==> src/pkg/sfw_map.vh <==
/*
 * Constants for the store-to-load forwarding block: load result codes,
 * drain states, replay penalty and predictor counter values.
 * Assumes inclusion by bare name from the design files.
 */
`ifndef SFW_MAP_VH
`define SFW_MAP_VH

// Load completion status codes
`define SFW_ST_FWD 2'h0
`define SFW_ST_MEM 2'h1
`define SFW_ST_REJ 2'h2

// Drain state machine codes
`define SFW_DR_IDLE 2'h0
`define SFW_DR_READ 2'h1
`define SFW_DR_WRITE 2'h2

// Cycles lost when an unpredicted load meets missing store data
`define SFW_REPLAY_CYC 8'h0C

// Predictor counter reset value and saturation limit
`define SFW_PRED_INIT 2'h1
`define SFW_PRED_MAX 2'h3

// Width of a data word and of its byte offset
`define SFW_DATA_W 64
`define SFW_OFF_W 3

`endif

==> src/sfw_stq_mem.v <==
/*
 * Store data array of the store buffer: one write port, two registered
 * read ports (forwarding and drain).
 * Assumes the owner tracks which entries hold valid data.
 */
`timescale 1ns/10ps

module sfw_stq_mem #(
	parameter DW = 64,
	parameter N = 8,
	parameter IW = 3
) (
	input wire clock,
	input wire wr_en,
	input wire [IW-1:0] wr_idx,
	input wire [DW-1:0] wr_data,
	input wire [IW-1:0] rd_a_idx,
	output reg [DW-1:0] rd_a_data,
	input wire [IW-1:0] rd_b_idx,
	output reg [DW-1:0] rd_b_data
);

	reg [DW-1:0] mem [0:N-1];

	always @(posedge clock)
	begin
		if (wr_en)
		begin
			mem[wr_idx] <= wr_data;
		end
		// Reads see the old word on a same-cycle write
		rd_a_data <= mem[rd_a_idx];
		rd_b_data <= mem[rd_b_idx];
	end

endmodule // sfw_stq_mem

==> src/sfw_pred.v <==
/*
 * Store-dependence predictor: saturating two-bit counters indexed by
 * low program counter bits of the load instruction.
 * Assumes one update per cycle from the forwarding pipeline.
 */
`timescale 1ns/10ps
`include "sfw_map.vh"

module sfw_pred #(
	parameter ENTRIES = 16,
	parameter IW = 4
) (
	input wire clock,
	input wire rst,
	input wire [IW-1:0] rd_idx,
	output wire rd_dep,
	input wire upd_valid,
	input wire [IW-1:0] upd_idx,
	input wire upd_dep
);

	reg [1:0] ctr_q [0:ENTRIES-1];
	integer i;

	// Upper counter bit says dependent
	assign rd_dep = ctr_q[rd_idx][1];

	always @(posedge clock)
	begin
		if (rst)
		begin
			for (i = 0; i < ENTRIES; i = i + 1)
			begin
				ctr_q[i] <= `SFW_PRED_INIT;
			end
		end
		else if (upd_valid)
		begin
			if (upd_dep && ctr_q[upd_idx] != `SFW_PRED_MAX)
			begin
				ctr_q[upd_idx] <= ctr_q[upd_idx] + 2'h1;
			end
			else if (!upd_dep && ctr_q[upd_idx] != 2'h0)
			begin
				ctr_q[upd_idx] <= ctr_q[upd_idx] - 2'h1;
			end
		end
	end

endmodule // sfw_pred

==> src/sfw_top.v <==
/*
 * Store-to-load forwarding: store buffer with in-order retire and drain,
 * load comparison, forwarding, blocking, replay and dependence prediction.
 * Assumes one core clock, stores allocated in program order, every
 * buffered store older than each load presented, and a cache that
 * answers a read in the same cycle as mem_rd_valid requests it.
 */
`timescale 1ns/10ps
`include "sfw_map.vh"

// Operation
// - Same-start load no wider than store gets store data, unblocked.
// - Narrow load inside wider store at other start is blocked.
// - Forwardable younger load completes past older blocked load.
// - Load needing bytes of several stores is not forwarded.
// - Wide load over small stores waits for their drain, reads memory.
// - Misaligned narrow load waits for store drain, reads memory.
// - Load waits until forwarding store's data exists.
// - Predict store-dependent loads and schedule them by it.
// - Unpredicted early load replays once data lands and its penalty, counted from capture, ends.
// - Youngest matching store supplies data over older wider one.
// - Forwarding needs equal start addresses.
// - Forwarding needs every load byte inside the store.
// - Loads overlapping no store go straight to memory.
// - Stores drain to memory only after retirement.
module sfw_top #(
	parameter AW = 32,
	parameter N = 8,
	parameter IW = 3,
	parameter TW = 6,
	parameter PN = 16,
	parameter PIW = 4
) (
	input wire clock,
	input wire rst,
	input wire st_alloc_valid,
	input wire [AW-1:0] st_alloc_addr,
	input wire [1:0] st_alloc_size,
	output reg st_alloc_ready,
	output reg [IW-1:0] st_alloc_idx,
	input wire st_data_valid,
	input wire [IW-1:0] st_data_idx,
	input wire [`SFW_DATA_W-1:0] st_data,
	input wire st_retire,
	output reg mem_wr_valid,
	output reg [AW-1:0] mem_wr_addr,
	output reg [1:0] mem_wr_size,
	output reg [`SFW_DATA_W-1:0] mem_wr_data,
	input wire mem_wr_ready,
	input wire ld_valid,
	input wire [AW-1:0] ld_addr,
	input wire [1:0] ld_size,
	input wire [TW-1:0] ld_tag,
	input wire [AW-1:0] ld_pc,
	output reg mem_rd_valid,
	output reg [AW-1:0] mem_rd_addr,
	input wire [`SFW_DATA_W-1:0] mem_rd_data,
	output reg ld_done_valid,
	output reg [TW-1:0] ld_done_tag,
	output reg [1:0] ld_done_status,
	output reg [`SFW_DATA_W-1:0] ld_done_data,
	output reg slot_busy
);

	function [3:0] sfw_bytes;
		input [1:0] s;
		begin
			sfw_bytes = 4'h1 << s;
		end
	endfunction

	function [`SFW_DATA_W-1:0] sfw_mask;
		input [1:0] s;
		begin
			sfw_mask = {`SFW_DATA_W{1'b1}} >> ((4'h8 - sfw_bytes(s)) * 8);
		end
	endfunction

	// Store buffer state
	reg v_q [0:N-1];
	reg ret_q [0:N-1];
	reg dv_q [0:N-1];
	reg [AW-1:0] a_q [0:N-1];
	reg [1:0] sz_q [0:N-1];
	reg [IW-1:0] head_q;
	reg [IW-1:0] rp_q;
	reg [IW:0] cnt_q;
	reg [IW:0] cnt_d;
	reg [1:0] dr_q;
	wire pop;
	wire alloc;

	// Held load slot
	reg [AW-1:0] sl_a_q;
	reg [1:0] sl_sz_q;
	reg [TW-1:0] sl_tag_q;
	reg sl_pred_q;
	reg [7:0] sl_wt_q;

	// Load pipeline stage two
	reg p_v_q;
	reg [1:0] p_k_q;
	reg [TW-1:0] p_tag_q;
	reg [`SFW_OFF_W-1:0] p_off_q;
	reg [1:0] p_sz_q;

	wire [`SFW_DATA_W-1:0] fwd_rdata;
	wire [`SFW_DATA_W-1:0] drn_rdata;
	wire pred_dep;
	wire [`SFW_DATA_W-1:0] mem_shift;
	wire [`SFW_DATA_W-1:0] res_raw;

	wire [AW-1:0] req_addr;
	wire [1:0] req_size;
	wire [AW:0] req_end;
	wire [N-1:0] ov;
	wire [N-1:0] ex;
	reg hit;
	reg [IW-1:0] y;
	integer k;
	integer i;

	assign req_addr = ld_valid ? ld_addr : sl_a_q;
	assign req_size = ld_valid ? ld_size : sl_sz_q;
	assign req_end = {1'b0, req_addr} +
		{{(AW - 3){1'b0}}, sfw_bytes(req_size)};

	genvar g;
	generate
		for (g = 0; g < N; g = g + 1)
		begin : cmp
			wire [AW:0] s_end;
			assign s_end = {1'b0, a_q[g]} +
				{{(AW - 3){1'b0}}, sfw_bytes(sz_q[g])};
			assign ov[g] = v_q[g] && ({1'b0, req_addr} < s_end) &&
				({1'b0, a_q[g]} < req_end);
			assign ex[g] = v_q[g] && (a_q[g] == req_addr) &&
				(req_size <= sz_q[g]);
		end
	endgenerate

	always @*
	begin
		hit = 1'b0;
		y = head_q;
		for (k = 0; k < N; k = k + 1)
		begin
			if (ov[head_q + k[IW-1:0]])
			begin
				hit = 1'b1;
				y = head_q + k[IW-1:0];
			end
		end
	end

	// forward when start and size fit and data exists
	wire fwd_ok = hit && ex[y] && dv_q[y];
	wire data_wait = hit && ex[y] && !dv_q[y];
	wire must_hold = hit && !fwd_ok;
	wire sl_go = slot_busy && !ld_valid && (sl_wt_q == 8'h00);
	wire issue = (ld_valid || sl_go) && !must_hold;
	wire reject = ld_valid && must_hold && slot_busy;
	wire capture = ld_valid && must_hold && !slot_busy;

	sfw_stq_mem #(
		.DW(`SFW_DATA_W),
		.N(N),
		.IW(IW)
	) u_mem (
		.clock(clock),
		.wr_en(st_data_valid),
		.wr_idx(st_data_idx),
		.wr_data(st_data),
		.rd_a_idx(y),
		.rd_a_data(fwd_rdata),
		.rd_b_idx(head_q),
		.rd_b_data(drn_rdata)
	);

	sfw_pred #(
		.ENTRIES(PN),
		.IW(PIW)
	) u_pred (
		.clock(clock),
		.rst(rst),
		.rd_idx(ld_pc[PIW-1:0]),
		.rd_dep(pred_dep),
		.upd_valid(ld_valid),
		.upd_idx(ld_pc[PIW-1:0]),
		.upd_dep(hit && ex[y])
	);

	assign alloc = st_alloc_valid && st_alloc_ready;
	assign pop = (dr_q == `SFW_DR_WRITE) && mem_wr_ready;

	always @*
	begin
		cnt_d = cnt_q;
		if (alloc && !pop)
		begin
			cnt_d = cnt_q + 1'b1;
		end
		else if (pop && !alloc)
		begin
			cnt_d = cnt_q - 1'b1;
		end
	end

	always @(posedge clock)
	begin
		if (rst)
		begin
			for (i = 0; i < N; i = i + 1)
			begin
				v_q[i] <= 1'b0;
				ret_q[i] <= 1'b0;
				dv_q[i] <= 1'b0;
				a_q[i] <= {AW{1'b0}};
				sz_q[i] <= 2'h0;
			end
			head_q <= {IW{1'b0}};
			rp_q <= {IW{1'b0}};
			st_alloc_idx <= {IW{1'b0}};
			cnt_q <= {(IW + 1){1'b0}};
			st_alloc_ready <= 1'b1;
			dr_q <= `SFW_DR_IDLE;
			mem_wr_valid <= 1'b0;
			mem_wr_addr <= {AW{1'b0}};
			mem_wr_size <= 2'h0;
			mem_wr_data <= {`SFW_DATA_W{1'b0}};
		end
		else
		begin
			cnt_q <= cnt_d;
			// Full flag comes a cycle late but from the next count
			st_alloc_ready <= (cnt_d != N[IW:0]);
			if (st_data_valid)
			begin
				dv_q[st_data_idx] <= 1'b1;
			end
			if (st_retire && v_q[rp_q] && !ret_q[rp_q])
			begin
				ret_q[rp_q] <= 1'b1;
				rp_q <= rp_q + 1'b1;
			end
			if (pop)
			begin
				v_q[head_q] <= 1'b0;
				ret_q[head_q] <= 1'b0;
				head_q <= head_q + 1'b1;
			end
			if (alloc)
			begin
				v_q[st_alloc_idx] <= 1'b1;
				ret_q[st_alloc_idx] <= 1'b0;
				dv_q[st_alloc_idx] <= 1'b0;
				a_q[st_alloc_idx] <= st_alloc_addr;
				sz_q[st_alloc_idx] <= st_alloc_size;
				st_alloc_idx <= st_alloc_idx + 1'b1;
			end
			case (dr_q)
				`SFW_DR_IDLE:
				begin
					if (v_q[head_q] && ret_q[head_q] && dv_q[head_q])
					begin
						dr_q <= `SFW_DR_READ;
					end
				end
				`SFW_DR_READ:
				begin
					mem_wr_valid <= 1'b1;
					mem_wr_addr <= a_q[head_q];
					mem_wr_size <= sz_q[head_q];
					mem_wr_data <= drn_rdata;
					dr_q <= `SFW_DR_WRITE;
				end
				`SFW_DR_WRITE:
				begin
					if (mem_wr_ready)
					begin
						mem_wr_valid <= 1'b0;
						dr_q <= `SFW_DR_IDLE;
					end
				end
				default:
				begin
					mem_wr_valid <= 1'b0;
					dr_q <= `SFW_DR_IDLE;
				end
			endcase
		end
	end

	// Cache data arrives aligned to the 8-byte word
	assign mem_shift = mem_rd_data >> {p_off_q, 3'b000};
	// store bytes already start at the load address
	assign res_raw = (p_k_q == `SFW_ST_FWD) ? fwd_rdata : mem_shift;

	always @(posedge clock)
	begin
		if (rst)
		begin
			slot_busy <= 1'b0;
			sl_a_q <= {AW{1'b0}};
			sl_sz_q <= 2'h0;
			sl_tag_q <= {TW{1'b0}};
			sl_pred_q <= 1'b0;
			sl_wt_q <= 8'h00;
			p_v_q <= 1'b0;
			p_k_q <= `SFW_ST_MEM;
			p_tag_q <= {TW{1'b0}};
			p_off_q <= {`SFW_OFF_W{1'b0}};
			p_sz_q <= 2'h0;
			mem_rd_valid <= 1'b0;
			mem_rd_addr <= {AW{1'b0}};
			ld_done_valid <= 1'b0;
			ld_done_tag <= {TW{1'b0}};
			ld_done_status <= `SFW_ST_MEM;
			ld_done_data <= {`SFW_DATA_W{1'b0}};
		end
		else
		begin
			if (slot_busy && sl_wt_q != 8'h00)
			begin
				sl_wt_q <= sl_wt_q - 8'h01;
			end
			// new loads win the pipe; the slot retries when idle
			p_v_q <= issue || reject;
			p_tag_q <= ld_valid ? ld_tag : sl_tag_q;
			p_off_q <= req_addr[`SFW_OFF_W-1:0];
			p_sz_q <= req_size;
			p_k_q <= reject ? `SFW_ST_REJ :
				(fwd_ok ? `SFW_ST_FWD : `SFW_ST_MEM);
			// no overlap reads the cache at once
			mem_rd_valid <= issue && !fwd_ok;
			mem_rd_addr <= {req_addr[AW-1:`SFW_OFF_W], 3'b000};
			if (capture)
			begin
				slot_busy <= 1'b1;
				sl_a_q <= ld_addr;
				sl_sz_q <= ld_size;
				sl_tag_q <= ld_tag;
				sl_pred_q <= pred_dep;
				// predicted loads wait free, unpredicted loads waiting on store data pay replay
				sl_wt_q <= (data_wait && !pred_dep) ? `SFW_REPLAY_CYC :
					8'h00;
			end
			else if (sl_go && !must_hold)
			begin
				slot_busy <= 1'b0;
			end
			ld_done_valid <= p_v_q;
			ld_done_tag <= p_tag_q;
			ld_done_status <= p_k_q;
			ld_done_data <= (p_k_q == `SFW_ST_REJ) ?
				{`SFW_DATA_W{1'b0}} : (res_raw & sfw_mask(p_sz_q));
		end
	end

endmodule // sfw_top

==> config.mk <==
export PLATFORM = sky130hd
export DESIGN_NAME = sfw_top
export DESIGN_NICKNAME = d
export VERILOG_FILES = /design/src/sfw_stq_mem.v /design/src/sfw_pred.v /design/src/sfw_top.v
export VERILOG_INCLUDE_DIRS = /design/src /design/src/pkg
export SDC_FILE = /design/constraint.sdc
export NUM_CORES = 2
export LEC_CHECK = 0
export BUFFER_PORTS_ARGS = -buffer_cell sky130_fd_sc_hd__buf_2
export CELL_PAD_IN_SITES_DETAIL_PLACEMENT = 1
export CELL_PAD_IN_SITES_GLOBAL_PLACEMENT = 2
export CORE_UTILIZATION = 38
export CTS_CLUSTER_DIAMETER = 100
export DETAILED_ROUTE_END_ITERATION = 8
export GPL_TIMING_DRIVEN = 0
export MAX_ROUTING_LAYER = met4
export PLACE_DENSITY = 0.74
export SLEW_MARGIN = 20
export SYNTH_ARGS = -nofsm -noshare
export SYNTH_HDL_FRONTEND = slang
export SYNTH_SLANG_ARGS = --single-unit
==> constraint.sdc <==
create_clock -name clock -period 13.5 [get_ports clock]
set_input_delay 0.675 -clock clock [delete_from_list [all_inputs] [get_ports clock]]
set_output_delay 0.675 -clock clock [all_outputs]
set_load 0.02 [all_outputs]
After elaboration in Yosys (flattened, before gate mapping)

Memories as Yosys holds them, arrays and structs flattened. A register that Yosys moved wholly into a read port is not among the register bits.
Cells that the tools add are included.

$add $sub $neg: 24
Order comparisons: 33
Equal/unequal tests: 15
Shifts and indexed selects: 12
Muxes and demuxes: 116
Bitwise logic cells: 3
Reductions and logical operators: 88

Operators with widths:

| operator                                                    | number |
|---|---|
| less-than comparator 32 x 33 -> 1 bit                       | 16 |
| adder 32 x 4 -> 33 bit                                      | 9 |
| == test 32 bit                                              | 8 |
| two-way mux 3 bit                                           | 26 |
| AND 64 bit                                                  | 1 |
| two-way mux 32 bit                                          | 2 |
| two-way mux 64 bit                                          | 1 |
| >> shifter 64 x 32 -> 64 bit (first input constant)         | 1 |
| >> shifter 64 x 6 -> 64 bit                                 | 1 |
| two-way mux 1 bit                                           | 62 |
| logical AND 1 bit                                           | 56 |
| << shifter 1 x 2 -> 4 bit (first input constant)            | 10 |
| less-than comparator 3 x 4 -> 1 bit (second input constant) | 9 |
| OR reduction 32 bit                                         | 1 |
| binary-select mux 1 bit (select 3 bit)                      | 9 |
| less-or-equal comparator 2 bit                              | 8 |
| two-way mux 4 bit                                           | 4 |
| two-way mux 8 bit                                           | 2 |
| two-way mux 2 bit                                           | 7 |
| adder 3 bit (second input constant)                         | 4 |
| logical NOT 1 bit                                           | 10 |
| adder 3 x 1 -> 3 bit (second input constant)                | 3 |
| logical NOT 8 bit                                           | 1 |
| nonzero test 8 bit                                          | 1 |
| 22 further kinds                                            | 39 |

Bits in registers: 250
RAM bits: 840
Input port bits: 244
Output and inout port bits: 210
Memories kept: 7

Memory list:

| memory          | words | width | read ports | clocked after memory_dff | write ports | RTL line         | RTL |
|---|---|---|---|---|---|---|---|
| u_mem.mem       | 8     | 64    | 2          | 2                        | 1           | sfw_stq_mem.v:23 | `reg [DW-1:0] mem [0:N-1];` |
| a_q             | 8     | 32    | 9          | 1                        | 8           | sfw_top.v:83     | `reg [AW-1:0] a_q [0:N-1];` |
| u_pred.ctr_q    | 16    | 2     | 1          | 0                        | 16          | sfw_pred.v:22    | `reg [1:0] ctr_q [0:ENTRIES-1];` |
| sz_q            | 8     | 2     | 9          | 1                        | 8           | sfw_top.v:84     | `reg [1:0] sz_q [0:N-1];` |
| dv_q            | 8     | 1     | 2          | 1                        | 8           | sfw_top.v:82     | `reg dv_q [0:N-1];` |
| ret_q           | 8     | 1     | 2          | 2                        | 8           | sfw_top.v:81     | `reg ret_q [0:N-1];` |
| 1 more memories | --    | --    | --         | --                       | --          | --               |  |

Logic depth before layout (Yosys ltp)

An unclocked memory read counts as a cell.

Depth in word-level cells: 28
Gate-level depth with buffers: 41
Depth with buffers taken out: 33

Modules after synthesis

From an unflattened synthesis, not the netlist that was laid out.

Cell total of the unflattened synthesis: 6,285
Area total of the unflattened synthesis: 73,769.5 um^2

Modules (own cells, without submodules):

| module      | instances | cells each | area an instance (um^2) | sequential area each (um^2) |
|---|---|---|---|---|
| sfw_top     | 1         | 5,020      | 46,111.7                | 14,393.8 |
| sfw_stq_mem | 1         | 1,107      | 25,660.9                | 17,937.2 |
| sfw_pred    | 1         | 158        | 1,996.9                 | 960.9 |

Least setup slack after synthesis

No wires, ideal clock.

Kind: input to register
From: input port ld_valid
To: memory u_pred.ctr_q[15][0], enable pin
Library setup time: 295 ps
Arrival: 9,096 ps
Slack: 4,108 ps
Stages on the path: 38
Path buffers: 7
Path through: buf_6 -> buf_6 -> buf_2 -> buf_2 -> buf_1 -> buf_1 -> mux2i_1 -> nor2_1 -> ha_1 -> a21o_1 -> a21oi_1 -> inv_1 -> a21oi_1 -> nor3_1 -> nand3_1 -> nor2_1 -> nand3_1 -> or3_1 -> [... 2 more ...] -> ha_1 -> nand3_1 -> nor4bb_1 -> a2111oi_0 -> o311ai_0 -> a31oi_1 -> o22ai_1 -> o21ai_1 -> mux4_2 -> nor2b_1 -> nor3b_1 -> and4bb_1 -> buf_6 -> mux2i_2 -> a22oi_4 -> mux2i_4 -> and4_1 -> a21o_1

RTL lines:

| element         | RTL line      | RTL |
|---|---|---|
| start, declared | sfw_top.v:50  | `input wire ld_valid,` |
| end, declared   | sfw_pred.v:22 |  |

Worst setup path in the final report

From: input port ld_valid
To: register u_mem.rd_a_data[7] (read register of u_mem.mem)

Longest elaborated chain between the ends: 14

RTL lines:

| element                                 | RTL line         | RTL |
|---|---|---|
| two-way mux 2 bit *                     | sfw_top.v:124    | `assign req_size = ld_valid ? ld_size : sl_sz_q;` |
| named net req_size[1]                   | sfw_top.v:114    | `wire [1:0] req_size;` |
| << shifter 1 x 2 -> 4 bit *             | sfw_top.v:68     | `sfw_bytes = 4'h1 << s;` |
| adder 32 x 4 -> 33 bit *                | sfw_top.v:125    | `assign req_end = {1'b0, req_addr} +` |
| less-than comparator 32 x 33 -> 1 bit   | sfw_top.v:136    | `({1'b0, a_q[g]} < req_end);` |
| logical AND 1 bit                       | sfw_top.v:135    | `assign ov[g] = v_q[g] && ({1'b0, req_addr} < s_end) &&` |
| binary-select mux 1 bit (select 3 bit)  | sfw_top.v:148    | `if (ov[head_q + k[IW-1:0]])` |
| two-way mux 1 bit (implied by the code) | sfw_top.v:148    |  |
| two-way mux 3 bit (6 in a row)          | sfw_top.v:148    |  |
| two-way mux 3 bit *                     | sfw_top.v:148    |  |
| end, declared                           | sfw_stq_mem.v:18 | `output reg [DW-1:0] rd_a_data,` |

The timed path passes the listed nets; every way through them passes the cells marked *. The select of a mux whose other input is x is not followed.
A chain may end at the register's enable or synchronous reset.

==> flow_summary.ini <==
[finish]
n_fill_cell = 20866
fin_nets = 8228
design_area_um2 = 86600
instances_no_fill = 10109
final_core_util_pct = 44.9
drive_gt1_share_pct = 16.4
area_growth_pct = 17.2

[global_route]
grt_pass1_vias = 61699
grt_overflow = 0
grt_pass1_wl_mm = 477
grt_max_degree = 37
grt_use_total_pct = 35.4
grt_antenna_before_repair = 52

[drt]
dr.pass1.iters = 5
dr_total_vias = 61330
drc = 0
wirelength_mm = 344
drt_first_iter_violations = 6393
viasPerCell = 6.07
routedWlPerCell_um = 34.0
antenna_left = 0

[placed_design]
placed_cell_area_um2 = 81300
dp_slack_ns = -1.94
dp.cells = 9789
place_hpwl_mm = 271
finalWeightedCongestion = 1.06
port_buffers = 420

[die]
die_area_um2 = 196000
io_pins = 454
core_area_um2 = 193000
start_util_pct = 38.3
die_h_um = 443
dieWidth_um = 443
row_count = 161

[cts]
numCtsBuffers = 150
cts_tree = done
cts_max_path_buffers = 3
clock-sinks = 1255
cts_hold_buf = 0
cts_root_buf = clkbuf_16
clk_pin_slew_ns = 0.06
htree_levels = 4
insertion_delay_ns = 0.85

[sta]
period_minus_slack_ns = 12.80
post-route-period-util_pct = 94.9
setup_viol = 0
fin_skew_ns = 0.0605
hold_violations = 0
rsz0062_at_grt = no
drv_slew = 0
worstMarginPinSlew_ns = 1.30
slew_headroom_pct = 12.7
fmax_mhz = 78.1
fin_ws_ns = 0.695

[power_and_ir_drop]
power.share.combinational_pct = 17.4
intPower_mw = 7.32
power.share.switching_pct = 30.3
power_density_nw_per_um2 = 121
p_seq_share_pct = 42.2
power_mw = 10.5
peakVddDrop_v = 0.000132
leakagePower_nw = 32.4
clkPwrFrac_pct = 40.4
power_switching_mw = 3.18

[setup_path]
ff2ff_setup_slack_ns = 2.24
worstPathMaxFanout = 19
rr_worst_depth = 34
max_stage_delay_ns = 0.69
cp-startpoint = ld_valid
cp-endpoint = u_mem.rd_a_data[7]
r2r-end = u_mem.rd_a_data[7]
cp-end-kind = flop
required_ns = 14.26
worstPathArrival_ns = 13.57
cpMaxStageDelayCell = a2111oi_1
r2r_start = sl_sz_q[1]
path_class = primary input to flop
start_kind = primary input

[synthesis]
synth-edff-count = 816
syn_inst = 6753
synth.cell_area_um2 = 73900
ys_types = 89
ys_ff_latch = 1255
async_reset_ff_share_pct = 0
ys_warn_count = 0
dominantRegCellSynth = edfxtp_1
ys_seq_area_share_pct = 45.0
avgSynthCellArea_um2 = 10.9

[run]
maxCapViolCount = 0

[status]
status = finished clean

[hold_path]
hp-class = primary input to flop
logic make-up after synthesis:
family,after synthesis,synth area share [%]
AOI/OAI and AO/OA,1172,10.1
xor gates and xnor gates,542,6.42
adders and majority gates,568,9.71
buffers and inverters,453,2.47
DFF,1255,45.0
muxes,565,11.4
other,1,0.00507
and+or+nand+nor,2197,14.8
worst max-delay path: cells and delay by family:
kind            cells  cell delay [ns]
xor+xnor            1             0.20
mux                 3             1.26
compound gates     12             3.21
simple gates        9             3.03
fa+ha+maj           2             0.65
buf+inv            12             4.38
sequential cells by signal, summed over array words and instances (netlist names), 3 cells and up, named ones only:
signal	count
u_mem.rd_b_data	64
st_alloc_idx	3
sz_q	16
sl_wt_q	8
ret_q	8
rp_q	3
mem_wr_data	64
dv_q	8
u_mem.mem	512
head_q	3
v_q	8
mem_wr_addr	32
cnt_q	4
a_q	256
sl_tag_q	6
ld_done_tag	6
mem_rd_addr	29
p_off_q	3
u_pred.ctr_q	32
sl_a_q	32
p_tag_q	6
ld_done_data	64
u_mem.rd_a_data	64
cells in the mapped netlist (73+ instances only):
cell | number | area share [%]
inv_1 | 95 | 0.48
mux2i_1 | 267 | 3.6
ha_1 | 559 | 9.5
nor3_1 | 77 | 0.52
a21o_1 | 91 | 0.92
a21oi_1 | 462 | 3.1
nor2b_1 | 186 | 1.6
nand2_1 | 663 | 3.4
xor2_1 | 187 | 2.2
mux2_2 | 82 | 1.2
edfxtp_1 | 816 | 33
o21ai_0 | 144 | 0.98
clkbuf_1 | 258 | 1.3
dfxtp_1 | 439 | 12
xnor2_1 | 355 | 4.2
and2_1 | 308 | 2.6
nand4_1 | 143 | 1.2
nor4_1 | 73 | 0.62
nand3_1 | 149 | 1.0
nor2_1 | 424 | 2.2
mux4_2 | 212 | 6.5
a211oi_1 | 203 | 2.1
power by group through the flow:
stage	clock network (mW)	logic [mW]	registers, mW
floorplan	0	0.980	4.43
global placement	0	1.67	4.51
detailed placement	0	1.77	4.50
CTS	4.27	1.79	4.42
global route	4.40	1.93	4.43
finish	4.24	1.83	4.43
final cells by class:
class / count / area [um^2] / share of cell area (%)
well taps: 2526 / 3160 / 3.65
inverters: 98 / 368 / 0.425
plain buffers: 354 / 1510 / 1.75
repair buffers: 510 / 3650 / 4.21
clock inverters: 66 / 815 / 0.941
multi-input cells: 5047 / 39400 / 45.5
diodes: 38 / 95.1 / 0.110
flip-flops and latches: 1255 / 33300 / 38.4
clock buffers: 215 / 4310 / 4.97
what timing repair did:
action                                  in CTS  in global routing
endpoints found under the setup margin     180                167
cloned                                       0                  0
setup buffers                                0                  0
gates resized for setup                      7                 14
stage by stage:
| stage | setup TNS, ns | hold WS (ns) |
|---|---|---|
| 5_1_grt | 0 | 0.0741 |
| 3_3_place_gp | -795.75 | 0.420 |
| 2_1_floorplan | 0 | 0.414 |
| 6_report | 0 | 0.0975 |
| 3_5_place_dp | -321.42 | 0.428 |
| 4_1_cts | 0 | 0.0393 |
cells in the final DEF (no fill, tap or decap), types with 18 or more instances in the layout:
master / instances
edfxtp_1: 816
nand2_1: 663
ha_1: 559
a21oi_1: 462
buf_2: 460
dfxtp_1: 439
nor2_1: 412
xnor2_1: 330
and2_1: 308
clkbuf_1: 269
mux2i_1: 249
mux4_2: 212
a211oi_1: 202
xor2_1: 187
nor2b_1: 186
clkbuf_16: 153
nand3_1: 149
nand4_1: 143
o21ai_0: 133
inv_1: 95
a21o_1: 91
mux2_2: 82
nor3_1: 72
nor4_1: 69
and3_1: 53
a22oi_1: 44
o211ai_1: 40
diode_2: 38
buf_1: 37
a311oi_1: 35
and4_1: 32
clkbuf_2: 30
buf_6: 28
buf_16: 26
buf_4: 25
xnor2_2: 25
nand2b_1: 24
clkinv_2: 24
clkbuf_8: 24
buf_12: 18
per-layer routing:
layer	GRT usage, %	wire length (um)
met1	43.5	138000
met2	54.3	155000
met3	6.09	25800
met4	21.7	25100
met5	-	0
how the worst min path moves through the flow:
| stage | depth (start not counted) | slack (ns) | to | start |
|---|---|---|---|---|
| 5_1_grt | 1 | 0.07 | u_mem.mem[5][51] | st_data[51] |
| 2_1_floorplan | 1 | 0.41 | ld_done_tag[0] | p_tag_q[0] |
| 6_report | 1 | 0.1 | u_mem.mem[4][57] | st_data[57] |
| 4_1_cts | 1 | 0.04 | u_mem.mem[5][51] | st_data[51] |
| 3_5_place_dp | 1 | 0.43 | ld_done_tag[2] | p_tag_q[2] |
| 3_3_place_gp | 2 | 0.42 | mem_wr_data[57] | u_mem.rd_b_data[57] |
Note: power is estimated with default switching activity, not from simulation.
